**src/rtl/p2m_defs.svh**
```systemverilog
// p2m_defs.svh: register offsets, field positions, reset values and thresholds
// assumes: included by bare name from the mux top and its testbench
`ifndef P2M_DEFS_SVH
`define P2M_DEFS_SVH

// =====================================================================
// register byte offsets on the apb slave
`define P2M_OFF_INPUT    8'h00
`define P2M_OFF_OUTPUT   8'h04
`define P2M_OFF_DIR      8'h08
`define P2M_OFF_FSEL     8'h0c
`define P2M_OFF_IFLAG    8'h10
`define P2M_OFF_IEN      8'h14
`define P2M_OFF_IEDGE    8'h18
`define P2M_OFF_APD      8'h1c
`define P2M_OFF_SUPV     8'h20
`define P2M_OFF_DPC      8'h24
`define P2M_OFF_ISTAT    8'h28
`define P2M_OFF_IMASK    8'h2c

// =====================================================================
// field positions and values
`define P2M_LVL_HI       7
`define P2M_LVL_LO       4
`define P2M_LVL_ALL_ONES 4'hf
`define P2M_DPC_HI       3
`define P2M_DPC_LO       0
`define P2M_DPC_SEG_MIN  4'h4
`define P2M_APD_MASK     8'h3c
`define P2M_PIN_MASK     8'h3f
`define P2M_SW_ONLY_MASK 8'hc0

// =====================================================================
// reset values
`define P2M_RST_BYTE     8'h00
`define P2M_RST_DPC      4'h0

`endif

```
**src/rtl/p2m_pkg.sv**
```systemverilog
// p2m_pkg.sv: types shared by the port 2 function mux
// assumes: nothing outside itself
package p2m_pkg;

   // =====================================================================
   // per-pin drive mode, one-hot
   typedef enum logic [3:0] {
      P2M_MODE_OFF    = 4'b0001,
      P2M_MODE_PORT   = 4'b0010,
      P2M_MODE_MODULE = 4'b0100,
      P2M_MODE_SEG    = 4'b1000
   } p2m_mode_t;

   typedef logic [7:0] p2m_byte_t;

endpackage : p2m_pkg

```
**src/rtl/p2m_sync.sv**
```systemverilog
// p2m_sync.sv: two flip-flop synchroniser for a bus of independent levels
// assumes: each bit is a slow level; no bus coherence is needed
`timescale 1ns/1ps
`default_nettype none

module p2m_sync #(
   parameter int W = 6
) (
   input  wire logic         pclk,
   input  wire logic         presetn,
   input  wire logic [W-1:0] d,
   output var  logic [W-1:0] q
);

   logic [W-1:0] meta_q;

   // =====================================================================
   // first stage feeds only the second
   always_ff @(posedge pclk or negedge presetn) begin
      if (!presetn) begin
         meta_q <= '0;
         q      <= '0;
      end else begin
         meta_q <= d;
         q      <= meta_q;
      end
   end

endmodule : p2m_sync

`default_nettype wire

```
**src/rtl/p2m_edge_flag.sv**
```systemverilog
// p2m_edge_flag.sv: interrupt flags with edge detection and software write
// assumes: lvl is synchronous to pclk; hw_en marks bits that own a pin
`timescale 1ns/1ps
`default_nettype none

module p2m_edge_flag #(
   parameter int W = 8
) (
   input  wire logic         pclk,
   input  wire logic         presetn,
   input  wire logic [W-1:0] lvl,
   input  wire logic [W-1:0] edge_fall,
   input  wire logic [W-1:0] hw_en,
   input  wire logic         wr,
   input  wire logic [W-1:0] wdata,
   output var  logic [W-1:0] flag_q
);

   logic [W-1:0] prev_q;
   logic         primed_q;
   logic [W-1:0] hit;
   logic [W-1:0] flag_d;

   // =====================================================================
   // edge match per bit; first cycle after reset only loads history
   assign hit    = {W{primed_q}} & hw_en &
                   ((~edge_fall & lvl & ~prev_q) | (edge_fall & ~lvl & prev_q));
   // a hardware set wins over a software clear in the same cycle
   assign flag_d = (wr ? wdata : flag_q) | hit;

   always_ff @(posedge pclk or negedge presetn) begin
      if (!presetn) begin
         prev_q   <= '0;
         primed_q <= 1'b0;
         flag_q   <= '0;
      end else begin
         prev_q   <= lvl;
         primed_q <= 1'b1;
         flag_q   <= flag_d;
      end
   end

endmodule : p2m_edge_flag

`default_nettype wire

```
**src/rtl/p2m_port2_mux.sv**
```systemverilog
// p2m_port2_mux.sv: port 2 pin function selection, port registers and interrupts
// assumes: apb master on pclk; pins asynchronous; serial peripheral on pclk
//
// Implementation choices: the placing of the registers and the APB slave port.
`include "p2m_defs.svh"
`timescale 1ns/1ps
`default_nettype none

module p2m_port2_mux (
   input  wire logic        pclk,
   input  wire logic        presetn,
   input  wire logic        psel,
   input  wire logic        penable,
   input  wire logic        pwrite,
   input  wire logic [7:0]  paddr,
   input  wire logic [31:0] pwdata,
   output var  logic [31:0] prdata_q,
   output var  logic        pready_q,
   output var  logic        pslverr_q,
   input  wire logic [5:0]  pin_in,
   output var  logic [5:0]  pin_out_q,
   output var  logic [5:0]  pin_oe_q,
   input  wire logic [1:0]  module_out_b01,
   input  wire logic [1:0]  segment_data,
   input  wire logic        async_tx_data,
   output var  logic        slave_transmit_enable_q,
   output var  logic        async_rx_data_q,
   output var  logic        port_irq_q,
   output var  logic        summary_irq_q
);

   // =====================================================================
   // register state
   p2m_pkg::p2m_byte_t output_latch_q, direction_reg_q, function_select_q;
   p2m_pkg::p2m_byte_t irq_enable_q, edge_select_q, apd_reg_q;
   p2m_pkg::p2m_byte_t supv_ctl_q, irq_status_q, irq_mask_q;
   p2m_pkg::p2m_byte_t irq_flag;
   logic [3:0]         display_port_control_q;

   // =====================================================================
   // apb decode
   logic     setup_ph;
   logic     acc_ph;
   logic     wr_en;
   logic     rd_en;
   logic     hit_any;
   logic [7:0] wb;
   logic     wr_out, wr_dir, wr_fsel, wr_flag, wr_ien, wr_edge;
   logic     wr_apd, wr_supv, wr_dpc, wr_mask, rd_stat;

   assign setup_ph = psel & ~penable;
   assign acc_ph   = psel & penable & pready_q;
   assign wr_en    = acc_ph & pwrite & ~pslverr_q;
   assign rd_en    = acc_ph & ~pwrite;
   assign wb       = pwdata[7:0];
   assign wr_out   = wr_en & (paddr == `P2M_OFF_OUTPUT);
   assign wr_dir   = wr_en & (paddr == `P2M_OFF_DIR);
   assign wr_fsel  = wr_en & (paddr == `P2M_OFF_FSEL);
   assign wr_flag  = wr_en & (paddr == `P2M_OFF_IFLAG);
   assign wr_ien   = wr_en & (paddr == `P2M_OFF_IEN);
   assign wr_edge  = wr_en & (paddr == `P2M_OFF_IEDGE);
   assign wr_apd   = wr_en & (paddr == `P2M_OFF_APD);
   assign wr_supv  = wr_en & (paddr == `P2M_OFF_SUPV);
   assign wr_dpc   = wr_en & (paddr == `P2M_OFF_DPC);
   assign wr_mask  = wr_en & (paddr == `P2M_OFF_IMASK);
   assign rd_stat  = rd_en & (paddr == `P2M_OFF_ISTAT);

   // =====================================================================
   // pin synchroniser
   logic [5:0] pin_s;

   p2m_sync #(.W(6)) u_sync (
      .pclk    (pclk),
      .presetn (presetn),
      .d       (pin_in),
      .q       (pin_s)
   );

   // =====================================================================
   // port activity per bit
   logic [7:0] apd_eff;
   logic       seg_mode;
   logic [5:0] active;

   // supervisor level all ones forces bit 3 disabled
   assign apd_eff  = (apd_reg_q & `P2M_APD_MASK) |
                     {4'h0, (supv_ctl_q[`P2M_LVL_HI:`P2M_LVL_LO] == `P2M_LVL_ALL_ONES),
                      3'h0};
   assign seg_mode = (display_port_control_q >= `P2M_DPC_SEG_MIN);
   assign active   = {~apd_eff[5:2], {2{~seg_mode}}};

   // =====================================================================
   // per-pin mode and drive
   logic [5:0] out_d;
   logic [5:0] oe_d;
   logic [5:0] mod_out;
   logic [5:0] mod_oe;
   p2m_pkg::p2m_mode_t mode [6];

   // module side: bit 2 in, bit 3 dir reg, bit 4 out, bit 5 in
   assign mod_out = {1'b0, async_tx_data, 1'b0, 1'b0, module_out_b01};
   assign mod_oe  = {1'b0, 1'b1, direction_reg_q[3], 1'b0,
                     direction_reg_q[1:0]};

   genvar gi;
   generate
      for (gi = 0; gi < 6; gi++) begin : g_pin
         assign mode[gi] = !active[gi] ? ((gi < 2) ? p2m_pkg::P2M_MODE_SEG
                                                   : p2m_pkg::P2M_MODE_OFF) :
                           function_select_q[gi] ? p2m_pkg::P2M_MODE_MODULE :
                                                   p2m_pkg::P2M_MODE_PORT;
         // select clear: latch under direction register
         assign out_d[gi] = (mode[gi] == p2m_pkg::P2M_MODE_PORT)   ? output_latch_q[gi] :
                            (mode[gi] == p2m_pkg::P2M_MODE_MODULE) ? mod_out[gi] :
                            (mode[gi] == p2m_pkg::P2M_MODE_SEG)    ? segment_data[gi % 2] :
                                                                     1'b0;
         assign oe_d[gi]  = (mode[gi] == p2m_pkg::P2M_MODE_PORT)   ? direction_reg_q[gi] :
                            (mode[gi] == p2m_pkg::P2M_MODE_MODULE) ? mod_oe[gi] :
                            (mode[gi] == p2m_pkg::P2M_MODE_SEG);
      end
   endgenerate

   // =====================================================================
   // input value: pins gated by activity, bits 6 and 7 read low
   logic [7:0] input_value;

   assign input_value = {2'b00, pin_s & active};

   // =====================================================================
   // interrupt flags; bits 6 and 7 have no hardware source
   p2m_edge_flag #(.W(8)) u_flag (
      .pclk      (pclk),
      .presetn   (presetn),
      .lvl       (input_value),
      .edge_fall (edge_select_q),
      .hw_en     (`P2M_PIN_MASK),
      .wr        (wr_flag),
      .wdata     (wb),
      .flag_q    (irq_flag)
   );

   // =====================================================================
   // request, sticky status and mask
   logic [7:0] irq_req;
   logic [7:0] stat_clr;
   logic [7:0] stat_d;

   assign irq_req  = irq_flag & irq_enable_q;
   // clear only the bits that the read returned; new events win
   assign stat_clr = rd_stat ? prdata_q[7:0] : 8'h00;
   assign stat_d   = (irq_status_q & ~stat_clr) | irq_req;

   // =====================================================================
   // read mux
   logic [7:0] rd_byte;
   logic       addr_ok;

   assign addr_ok = (paddr[1:0] == 2'b00) && (paddr <= `P2M_OFF_IMASK);
   assign rd_byte = (paddr == `P2M_OFF_INPUT)  ? input_value :
                    (paddr == `P2M_OFF_OUTPUT) ? output_latch_q :
                    (paddr == `P2M_OFF_DIR)    ? direction_reg_q :
                    (paddr == `P2M_OFF_FSEL)   ? function_select_q :
                    (paddr == `P2M_OFF_IFLAG)  ? irq_flag :
                    (paddr == `P2M_OFF_IEN)    ? irq_enable_q :
                    (paddr == `P2M_OFF_IEDGE)  ? edge_select_q :
                    (paddr == `P2M_OFF_APD)    ? apd_eff :
                    (paddr == `P2M_OFF_SUPV)   ? supv_ctl_q :
                    (paddr == `P2M_OFF_DPC)    ? {4'h0, display_port_control_q} :
                    (paddr == `P2M_OFF_ISTAT)  ? irq_status_q :
                    (paddr == `P2M_OFF_IMASK)  ? irq_mask_q : 8'h00;
   assign hit_any = addr_ok;

   // =====================================================================
   // apb answer: ready in the first access cycle
   always_ff @(posedge pclk or negedge presetn) begin
      if (!presetn) begin
         pready_q  <= 1'b0;
         pslverr_q <= 1'b0;
         prdata_q  <= 32'h0000_0000;
      end else begin
         pready_q  <= setup_ph;
         pslverr_q <= setup_ph & ~hit_any;
         if (setup_ph) begin
            prdata_q <= {24'h00_0000, rd_byte};
         end
      end
   end

   // =====================================================================
   // software registers
   always_ff @(posedge pclk or negedge presetn) begin
      if (!presetn) begin
         output_latch_q         <= `P2M_RST_BYTE;
         direction_reg_q        <= `P2M_RST_BYTE;
         function_select_q      <= `P2M_RST_BYTE;
         irq_enable_q           <= `P2M_RST_BYTE;
         edge_select_q          <= `P2M_RST_BYTE;
         apd_reg_q              <= `P2M_RST_BYTE;
         supv_ctl_q             <= `P2M_RST_BYTE;
         irq_mask_q             <= `P2M_RST_BYTE;
         display_port_control_q <= `P2M_RST_DPC;
      end else begin
         if (wr_out)  output_latch_q    <= wb;
         if (wr_dir)  direction_reg_q   <= wb;
         if (wr_fsel) function_select_q <= wb;
         if (wr_ien)  irq_enable_q      <= wb;
         if (wr_edge) edge_select_q     <= wb;
         if (wr_apd)  apd_reg_q         <= wb & `P2M_APD_MASK;
         if (wr_supv) supv_ctl_q        <= wb;
         if (wr_mask) irq_mask_q        <= wb;
         if (wr_dpc)  display_port_control_q <= wb[`P2M_DPC_HI:`P2M_DPC_LO];
      end
   end

   // =====================================================================
   // registered pin drive, module feeds and interrupt outputs
   always_ff @(posedge pclk or negedge presetn) begin
      if (!presetn) begin
         pin_out_q               <= 6'h00;
         pin_oe_q                <= 6'h00;
         slave_transmit_enable_q <= 1'b1;
         async_rx_data_q         <= 1'b1;
         irq_status_q            <= `P2M_RST_BYTE;
         port_irq_q              <= 1'b0;
         summary_irq_q           <= 1'b0;
      end else begin
         pin_out_q               <= out_d;
         pin_oe_q                <= oe_d;
         slave_transmit_enable_q <= (mode[2] == p2m_pkg::P2M_MODE_MODULE) ? pin_s[2] : 1'b1;
         async_rx_data_q         <= (mode[5] == p2m_pkg::P2M_MODE_MODULE) ? pin_s[5] : 1'b1;
         irq_status_q            <= stat_d;
         port_irq_q              <= |irq_req;
         summary_irq_q           <= |(stat_d & irq_mask_q);
      end
   end
endmodule : p2m_port2_mux

`default_nettype wire

```
**config.mk**
```make
export PLATFORM = sky130hd
export DESIGN_NAME = p2m_port2_mux
export DESIGN_NICKNAME = d
export VERILOG_FILES = /design/src/rtl/p2m_pkg.sv /design/src/rtl/p2m_sync.sv /design/src/rtl/p2m_edge_flag.sv /design/src/rtl/p2m_port2_mux.sv
export VERILOG_INCLUDE_DIRS = /design/src /design/src/rtl
export SDC_FILE = /design/constraint.sdc
export NUM_CORES = 1
export LEC_CHECK = 0
export BUFFER_PORTS_ARGS = -buffer_cell sky130_fd_sc_hd__buf_2
export CORE_MARGIN = 8
export CORE_UTILIZATION = 25
export CTS_CLUSTER_SIZE = 30
export DETAILED_ROUTE_END_ITERATION = 10
export HOLD_SLACK_MARGIN = 0.06
export PLACE_DENSITY_LB_ADDON = 0.1
export SYNTH_ARGS = -nofsm -noshare
export SYNTH_HDL_FRONTEND = slang
export SYNTH_SLANG_ARGS = --single-unit
export TNS_END_PERCENT = 10
```
**constraint.sdc**
```tcl
create_clock -name pclk -period 2.8 [get_ports pclk]
set_input_delay 0.56 -clock pclk [delete_from_list [all_inputs] [get_ports pclk]]
set_output_delay 0.56 -clock pclk [all_outputs]
set_load 0.02 [all_outputs]
```
==> impl_metrics.json, run 1 <==
{
  "status": "complete, no violations",
  "routabilityCongestion": 0.8355,
  "cts_buffer_depth": 2,
  "peakVddDrop_v": 0.0003269,
  "instances_no_fill": 951,
  "max_stage_delay_ns": 0.61,
  "numCtsBuffers": 17,
  "h-tree-depth": 4,
  "grt_use_met3_pct": 3.290,
  "rsz0062_at_grt": "false",
  "tns_ns": 0,
  "whs_ns": 0.1191,
  "cts-root-buf": "clkbuf_16",
  "remaining_drc_errors": 0,
  "clock-sinks": 125,
  "dp_hpwl_um": 14720,
  "p_leak_nw": 3.410,
  "crit_family": "simple AND/OR/NAND/NOR gates",
  "syn-instance-count": 516,
  "grt.busiest_layer": "met2",
  "wl_per_cell_um": 21.38,
  "min_path_type": "in -> async",
  "cp.arrival_ns": 2.82,
  "setup_viol": 0,
  "met1_usage_pct": 19.58,
  "grt_first_pass_wirelength_um": 30840,
  "seq_area_frac_synth_pct": 52.61,
  "critical_path_buf_inv_count": 2,
  "clk_latency_ns": 0.42,
  "io_buffer_count": 57,
  "tightest_slew_ns": 0.6393,
  "cts_resized": 0,
  "num_antenna_cells": 0,
  "worst_path_max_delay_cell": "or4b_1",
  "cp_cell_sequence": "buf_2 > or4b_1 > nor4_1 > a31oi_1 > a221oi_1 > buf_4 > nand3_1",
  "p_per_area_nw_per_um2": 608.8,
  "cts_setup_buffers": 0,
  "crit_path_start_kind": "input port",
  "antenna_found_initial": 0,
  "cp-end-kind": "flop",
  "syn_to_final_growth_pct": 25.78,
  "timing.rr.start": "pready_q",
  "placementRows": 56,
  "mostFrequentLayoutCell": "dfrtp_1",
  "synth_edf_count": 0,
  "die_w_um": 170.3,
  "critPathKind": "in -> reg",
  "grt_pass1_vias": 4787,
  "placed_cells": 919,
  "synth_area_um2": 5951,
  "crit_cells": 7,
  "relSlewSlack_pct": 57.38,
  "die_height_um": 170.3,
  "r2r_end": "summary_irq_q",
  "core_um2": 23400,
  "clock_skew_ns": 0.007224,
  "via_count": 4528,
  "ys_warn_count": 0,
  "path_clk_slew_ns": 0.06,
  "yosysUniqueCellTypes": 63,
  "ioPinCount": 106,
  "nets": 675,
  "grt_usage_pct": 14.52,
  "grt.met2_usage_pct": 22.43,
  "first_pass_iters": 5,
  "ctsHoldBuffers": 0,
  "synth_ff_type": "dfrtp_1",
  "drtAntennaViolNets": 0,
  "max_freq_ghz": 0.3930,
  "postSynthAreaPerCell_um2": 11.53,
  "die_area_um2": 29000,
  "ys_ff_latch": 125,
  "finalMaxSlewViolations": 0,
  "drive_above_1_share_pct": 36.08,
  "fillerInstances": 2410,
  "final_hold_viol_count": 0,
  "layout_min_cycle_time_ns": 2.544,
  "gr-total-overflow": 0,
  "cts_tree": "built",
  "viasPerCell": 4.761,
  "drt_wl_total_um": 20330,
  "final_cell_mix": "dfrtp_1 (123), mux2_2 (69), buf_2 (56)",
  "drt_iter0_drc": 244,
  "maxCapViolCount": 0,
  "reg2reg_depth": 7,
  "grt_max_degree": 63,
  "rrSetupSlack_ns": 0.52,
  "async_reset_ff_share_pct": 100.0,
  "worstPathRequired_ns": 3.07,
  "cp_max_fo": 6,
  "initial_core_util_pct": 25.43,
  "fin_crit_sh_pct": 90.87
}
logic make-up (layout without fill, tap and decap cells):
kind of cell,after synthesis,count (layout),synth area share (%)
simple gates,130,130,12.17
flops,125,125,52.61
compound gates,107,107,12.03
mux,90,90,17.43
buf+inv,62,155,5.635
other cells,2,25,0.1262
flip-flops by register name, indices dropped and copies added (netlist names), 4 cells and up:
signal / flops
direction_reg_q: 8
edge_select_q: 8
function_select_q: 8
irq_enable_q: 8
irq_mask_q: 8
irq_status_q: 8
output_latch_q: 8
prdata_q: 8
supv_ctl_q: 8
u_flag.flag_q: 8
pin_oe_q: 6
pin_out_q: 6
u_flag.prev_q: 6
u_sync.meta_q: 6
u_sync.q: 6
apd_reg_q: 4
display_port_control_q: 4
stage by stage:
stage / utilization [%] / cell area [um^2] / power [mW] / worst slack, ns
2_1_floorplan: - / 6037 / 2.071 / 0.5078
3_3_place_gp: 29.28 / 6853 / 2.234 / -0.09438
3_5_place_dp: 29.28 / 6853 / 2.234 / -0.03483
4_1_cts: 31.98 / 7485 / 4.631 / 0.3870
5_1_grt: 31.98 / 7485 / 4.738 / 0.2351
6_report: 31.98 / 7485 / 4.557 / 0.2557
Yosys cell counts, drive strengths merged, types with 6 or more instances:
cell type  number  area [um^2]
buf            37        240.2
mux2           69        777.0
a22oi           6        45.04
o21ai          22        110.1
a21oi          33        165.2
mux2i          17        170.2
dfrtp         123         3078
nor3           16        101.4
inv            16        60.06
clkbuf          9        35.03
nand2b          9        56.30
nor2           21        88.83
and3            8        50.05
nor3b           6        45.04
nand2          41        153.9
final cells by class:
type | instances | area (um^2) | area share [%]
clock buffer | 18 | 439.2 | 5.868
sequential | 125 | 3131 | 41.83
multi-input combinational | 352 | 2571 | 34.35
inverter | 16 | 60.06 | 0.8024
clock inverter | 14 | 192.7 | 2.574
timing repair buffer | 107 | 691.9 | 9.244
tap | 319 | 399.1 | 5.333
power by group:
part | internal, mW | switching (mW)
registers | 1.84 | 0.0273
clock network | 1.51 | 0.845
logic | 0.100 | 0.232
worst max-delay path by stage:
stage	slack (ns)	startpoint	to
6_report	0.26	paddr[1]	summary_irq_q
5_1_grt	0.24	paddr[1]	summary_irq_q
4_1_cts	0.39	paddr[1]	summary_irq_q
3_5_place_dp	-0.03	paddr[1]	summary_irq_q
3_3_place_gp	-0.09	paddr[7]	summary_irq_q
2_1_floorplan	0.51	paddr[7]	prdata_q[7]
layer usage:
layer,vias up,part of all wire [%]
li1,2059,-
met1,2303,48
met2,140,45
met3,26,5.3
met4,0,1.7
met5,-,0
Note: power is estimated with default switching activity, not from simulation.
==> inputs of run 2 (changes only) <==
Settings changed: REMOVE_ABC_BUFFERS set to 1.
==> impl_metrics.json, run 2 (same netlist as run 1, synthesis figures left out) <==
{
  "grt_pass1_vias": 4797,
  "setup_viol": 0,
  "finish.utilization_pct": 31.90,
  "tns_ns": 0,
  "fin_crit_sh_pct": 81.38,
  "placementRows": 56,
  "drt_wl_total_um": 20330,
  "p_leak_nw": 3.401,
  "critical_path_buf_inv_count": 1,
  "drt_iter0_drc": 294,
  "tightest_slew_ns": 0.9609,
  "grt_max_degree": 53,
  "cts_resized": 0,
  "ioPinCount": 106,
  "wl_per_cell_um": 21.35,
  "initial_core_util_pct": 25.43,
  "relSlewSlack_pct": 35.94,
  "gr-total-overflow": 0,
  "cts_buffer_depth": 2,
  "cts-root-buf": "clkbuf_16",
  "power_frac_clock_pct": 50.5,
  "antenna_found_initial": 0,
  "max_stage_delay_ns": 0.49,
  "core_um2": 23400,
  "dp_hpwl_um": 14920,
  "die_w_um": 170.3,
  "grt_first_pass_wirelength_um": 31210,
  "final_cell_mix": "dfrtp_1 (123), mux2_2 (69), buf_2 (56)",
  "peakVddDrop_v": 0.0003497,
  "num_antenna_cells": 0,
  "routabilityCongestion": 0.7965,
  "p_sw_mw": 1.072,
  "ctsHoldBuffers": 0,
  "status": "complete, no violations",
  "whs_ns": 0.08376,
  "layout_min_cycle_time_ns": 2.279,
  "crit_path_start_kind": "flop",
  "critPathKind": "reg -> reg",
  "grt_usage_pct": 14.56,
  "h-tree-depth": 4,
  "via_count": 4530,
  "finalMaxSlewViolations": 0,
  "p_int_mw": 3.356,
  "max_freq_ghz": 0.4389,
  "rsz0062_at_grt": "false",
  "worstPathRequired_ns": 3.10,
  "clock-sinks": 125,
  "cts_setup_buffers": 0,
  "die_area_um2": 29000,
  "clk_latency_ns": 0.42,
  "cp.arrival_ns": 2.58,
  "path_clk_slew_ns": 0.06,
  "syn_to_final_growth_pct": 25.44,
  "min_path_type": "in -> async",
  "crit_family": "simple AND/OR/NAND/NOR gates",
  "mostFrequentLayoutCell": "dfrtp_1",
  "numCtsBuffers": 17,
  "cts_tree": "built",
  "drive_above_1_share_pct": 35.70,
  "final_hold_viol_count": 0,
  "cp_max_fo": 5,
  "viasPerCell": 4.758,
  "maxCapViolCount": 0,
  "drtAntennaViolNets": 0,
  "cp_cell_sequence": "nand3_1 > nor3b_1 > nand2_1 > nor2_2 > buf_4 > mux2_2",
  "power_mw": 4.428,
  "remaining_drc_errors": 0,
  "first_pass_iters": 5,
  "cp-end-kind": "flop",
  "placed_cells": 920,
  "worst_path_max_delay_cell": "nor3b_1",
  "p_per_area_nw_per_um2": 593.2,
  "p_sw_share_pct": 24.20,
  "seqPwrFrac_pct": 42.1,
  "io_buffer_count": 57,
  "clock_skew_ns": 0.007929,
  "nets": 676,
  "die_height_um": 170.3,
  "p_comb_share_pct": 7.4,
  "instances_no_fill": 952
}
-- run 2: changes by cell type in the layout (fill, tap and decap cells not counted), sizes merged --
cell    delta
clkinv     -2
buf        +1
bufinv     -1
clkbuf     +3
-- run 2: through the flow --
stage / cell area, um^2 / setup WS [ns]
final: 7465 / 0.5214
after detailed placement: 6873 / 0.1903
after floorplan: 5762 / 0.3655
after global routing: 7465 / 0.3805
after CTS: 7465 / 0.5159
after global placement: 6873 / 0.1753
-- run 2: routing by layer --
metal	vias up	global-route usage [%]	share of wire, %
met4	0	4.081	1.4
met2	118	23.61	47
li1	2056	-	-
met1	2340	18.85	45
met3	16	3.800	6.0
met5	-	0	0
-- run 2: final timing paths --
kind	from	to	slack [ns]	cells after the start
max	pready_q	irq_enable_q[0]	0.52	6
min	presetn	pin_out_q[5]	0.08	1
max reg2reg	pready_q	irq_enable_q[0]	0.52	6
min reg2reg	u_sync.meta_q[2]	u_sync.q[2]	0.35	0
max in group asynchronous	presetn	slave_transmit_enable_q	2.00	2
min in group pclk	pin_in[1]	u_sync.meta_q[1]	0.24	1
-- run 2: final cells by class --
| cell class | instances | area, um^2 |
|---|---|---|
| Clock buffer | 21 | 450.4 |
| Timing Repair Buffer | 108 | 711.9 |
| Clock inverter | 11 | 141.4 |
| Fill cell | 2419 | 15940 |
| Sequential cell | 125 | 3131 |
| Inverter | 16 | 60.06 |
| Multi-Input combinational cell | 352 | 2571 |
| Tap cell | 319 | 399.1 |
-- run 2: power groups by stage --
stage | Sequential, mW | Combinational, mW | Clock [mW]
4_1_cts | 1.87 | 0.330 | 2.30
6_report | 1.87 | 0.327 | 2.24
3_3_place_gp | 1.90 | 0.327 | 0
3_5_place_dp | 1.90 | 0.329 | 0
2_1_floorplan | 1.90 | 0.117 | 0
5_1_grt | 1.87 | 0.357 | 2.37
==> inputs of run 3 (changes only) <==
Settings changed: ABC_AREA set to 1.
Clock period 2.8 ns to 2.33 ns, I/O delays scaled along.
==> impl_metrics.json, run 3 <==
{
  "synth_ff_type": "dfrtp_1",
  "power_mw": 5.372,
  "final_cell_mix": "nand2_1 (210), dfrtp_1 (123), o21ai_0 (77)",
  "seq_area_frac_synth_pct": 56.30,
  "clk_latency_ns": 0.42,
  "yosysUniqueCellTypes": 24,
  "wl_per_cell_um": 17.25,
  "crit_path_start_kind": "input port",
  "async_reset_ff_share_pct": 100.0,
  "whs_ns": 0.1500,
  "ioPinCount": 106,
  "cts_buffer_depth": 2,
  "critPathMostFrequentCell": "nand2_1",
  "ys_ff_latch": 125,
  "grt_max_degree": 43,
  "die_height_um": 165.1,
  "yosysTopAreaCellShare_pct": 55.36,
  "worstPathRequired_ns": 2.61,
  "peakVddDrop_v": 0.0004117,
  "fin_area_um2": 6943,
  "synthTopCellsByArea": "dfrtp_1 (55%), nand2_1 (14%), o21ai_0 (6.9%)",
  "synth_area_um2": 5560,
  "drtAntennaViolNets": 0,
  "die_w_um": 165.1,
  "mostFrequentLayoutCell": "nand2_1",
  "finalMaxSlewViolations": 0,
  "grt.busiest_layer": "met2",
  "drive_above_1_share_pct": 17.82,
  "num_antenna_cells": 0,
  "layout_min_cycle_time_ns": 1.744,
  "met1_usage_pct": 19.15,
  "remaining_drc_errors": 0,
  "grt_first_pass_wirelength_um": 27810,
  "synth_common_cells": "nand2_1 (210), dfrtp_1 (123), o21ai_0 (77)",
  "grt_use_met3_pct": 3.000,
  "first_pass_iters": 5,
  "cp_max_fo": 10,
  "grt_usage_pct": 13.86,
  "gr-total-overflow": 0,
  "cts_setup_buffers": 0,
  "drt_wl_total_um": 18000,
  "via_count": 4599,
  "antenna_found_initial": 0,
  "final-seq-area_um2": 3131,
  "ys_warn_count": 0,
  "min_path_type": "in -> reg",
  "status": "complete, no violations",
  "numCtsBuffers": 17,
  "syn_to_final_growth_pct": 24.87,
  "timing.rr.start": "pready_q",
  "rsz0062_at_grt": "false",
  "dp_hpwl_um": 12860,
  "synth.most_common_cell": "nand2_1",
  "initial_core_util_pct": 25.48,
  "dp_slack_ns": 0.1262,
  "syn-instance-count": 655,
  "setup_viol": 0,
  "tightest_slew_ns": 0.5439,
  "cts-root-buf": "clkbuf_16",
  "multi_input_area_um2": 2071,
  "drt_iter0_drc": 389,
  "die_area_um2": 27270,
  "maxCapViolCount": 0,
  "grt_pass1_vias": 4582,
  "place_area_um2": 6292,
  "crit_family": "simple AND/OR/NAND/NOR gates",
  "placementRows": 54,
  "relSlewSlack_pct": 63.70,
  "final_hold_viol_count": 0,
  "synth_edf_count": 0,
  "finish.utilization_pct": 31.81,
  "cts_resized": 0,
  "startpoint": "paddr[7]",
  "tns_ns": 0,
  "setup_ws_ns": 0.5858,
  "path_clk_slew_ns": 0.06,
  "core_um2": 21820,
  "routabilityCongestion": 0.8357,
  "clock-sinks": 125,
  "max_stage_delay_ns": 0.47,
  "postSynthAreaPerCell_um2": 8.489,
  "p_per_area_nw_per_um2": 773.7,
  "h-tree-depth": 4,
  "critical_path_buf_inv_count": 2,
  "grt.met2_usage_pct": 21.37,
  "cp.arrival_ns": 2.03,
  "min_from": "pin_in[2]",
  "clock_skew_ns": 0.01139,
  "p_leak_nw": 3.351,
  "synth_top_cell_by_area": "dfrtp_1",
  "fillerInstances": 2331,
  "critPathKind": "in -> reg",
  "viasPerCell": 4.409,
  "instances_no_fill": 1043,
  "nets": 806,
  "max_freq_ghz": 0.5733,
  "cts_tree": "built",
  "io_buffer_count": 57,
  "fin_crit_sh_pct": 74.86,
  "cp-end-kind": "flop",
  "cp_cell_sequence": "buf_2 > nor2_1 > nand3_1 > nor2_2 > nand2_1 > buf_4 > nand2_1 > o21ai_0",
  "placed_cells": 1010,
  "worst_path_max_delay_cell": "nor2_2"
}
==> run 3: cell types whose count changed in the layout (fill, tap and decap cells not counted), moves of 9 or more <==
cell / change
nor2_1: +33
mux2_2: -69
inv_1: +33
nand2_1: +169
o21ai_0: +55
nor3_1: -11
buf_4: -18
nand2b_1: -9
nand4_1: +17
nand3_1: +28
mux2i_1: -17
==> run 3: per-layer routing <==
| layer | up-vias | share of wire [%] |
|---|---|---|
| met5 | - | 0 |
| met2 | 119 | 45 |
| li1 | 2282 | - |
| met1 | 2187 | 48 |
| met3 | 11 | 5.4 |
| met4 | 0 | 0.96 |
==> run 3: layout make-up <==
cell class	count	share of cell area [%]
flip-flops and latches	125	45.09
clock buffers	19	6.524
repair buffers	90	8.164
clock inverters	13	2.703
inverters	49	2.649
well taps	280	5.046
multi-input cells	467	29.83
==> run 3: worst paths after layout <==
kind	slack (ns)	cells past startpoint	to
worst max register to register	0.79	6	irq_mask_q[3]
max in group asynchronous	1.05	3	async_rx_data_q
min in group asynchronous	0.53	2	u_sync.meta_q[2]
worst max-delay path	0.59	8	direction_reg_q[7]
worst min register to register	0.35	0	u_sync.q[0]
worst min-delay path	0.15	1	u_sync.meta_q[2]
==> run 3: repair_timing <==
action / 4_1_cts / 5_1_grt
setup endpoints to repair: 0 / 0
hold buffers: 1 / 0
hold endpoints to repair: 38 / 0
==> run 3: worst register-to-register path: stages (launching register included) <==
cell,delay (ns)
dfrtp_1,0.34
nand3_1,0.11
nor3b_2,0.17
buf_4,0.23
nand2_1,0.31
nand2_1,0.15
o21ai_0,0.09
==> run 3: cell families after synthesis <==
kind of cell | Yosys count | share of synthesized area, %
buf+inv | 86 | 8.011
flops | 125 | 56.30
simple gates | 331 | 25.05
compound gates | 111 | 10.51
other cells | 2 | 0.1351
==> run 3: power breakdown <==
part / total (mW) / internal, mW / leakage [nW] / switching, mW
registers: 2.24 / 2.21 / 1.61 / 0.0281
clock network: 2.87 / 1.85 / 0.306 / 1.02
logic: 0.265 / 0.0671 / 1.43 / 0.198
total: 5.37 / 4.13 / 3.35 / 1.25
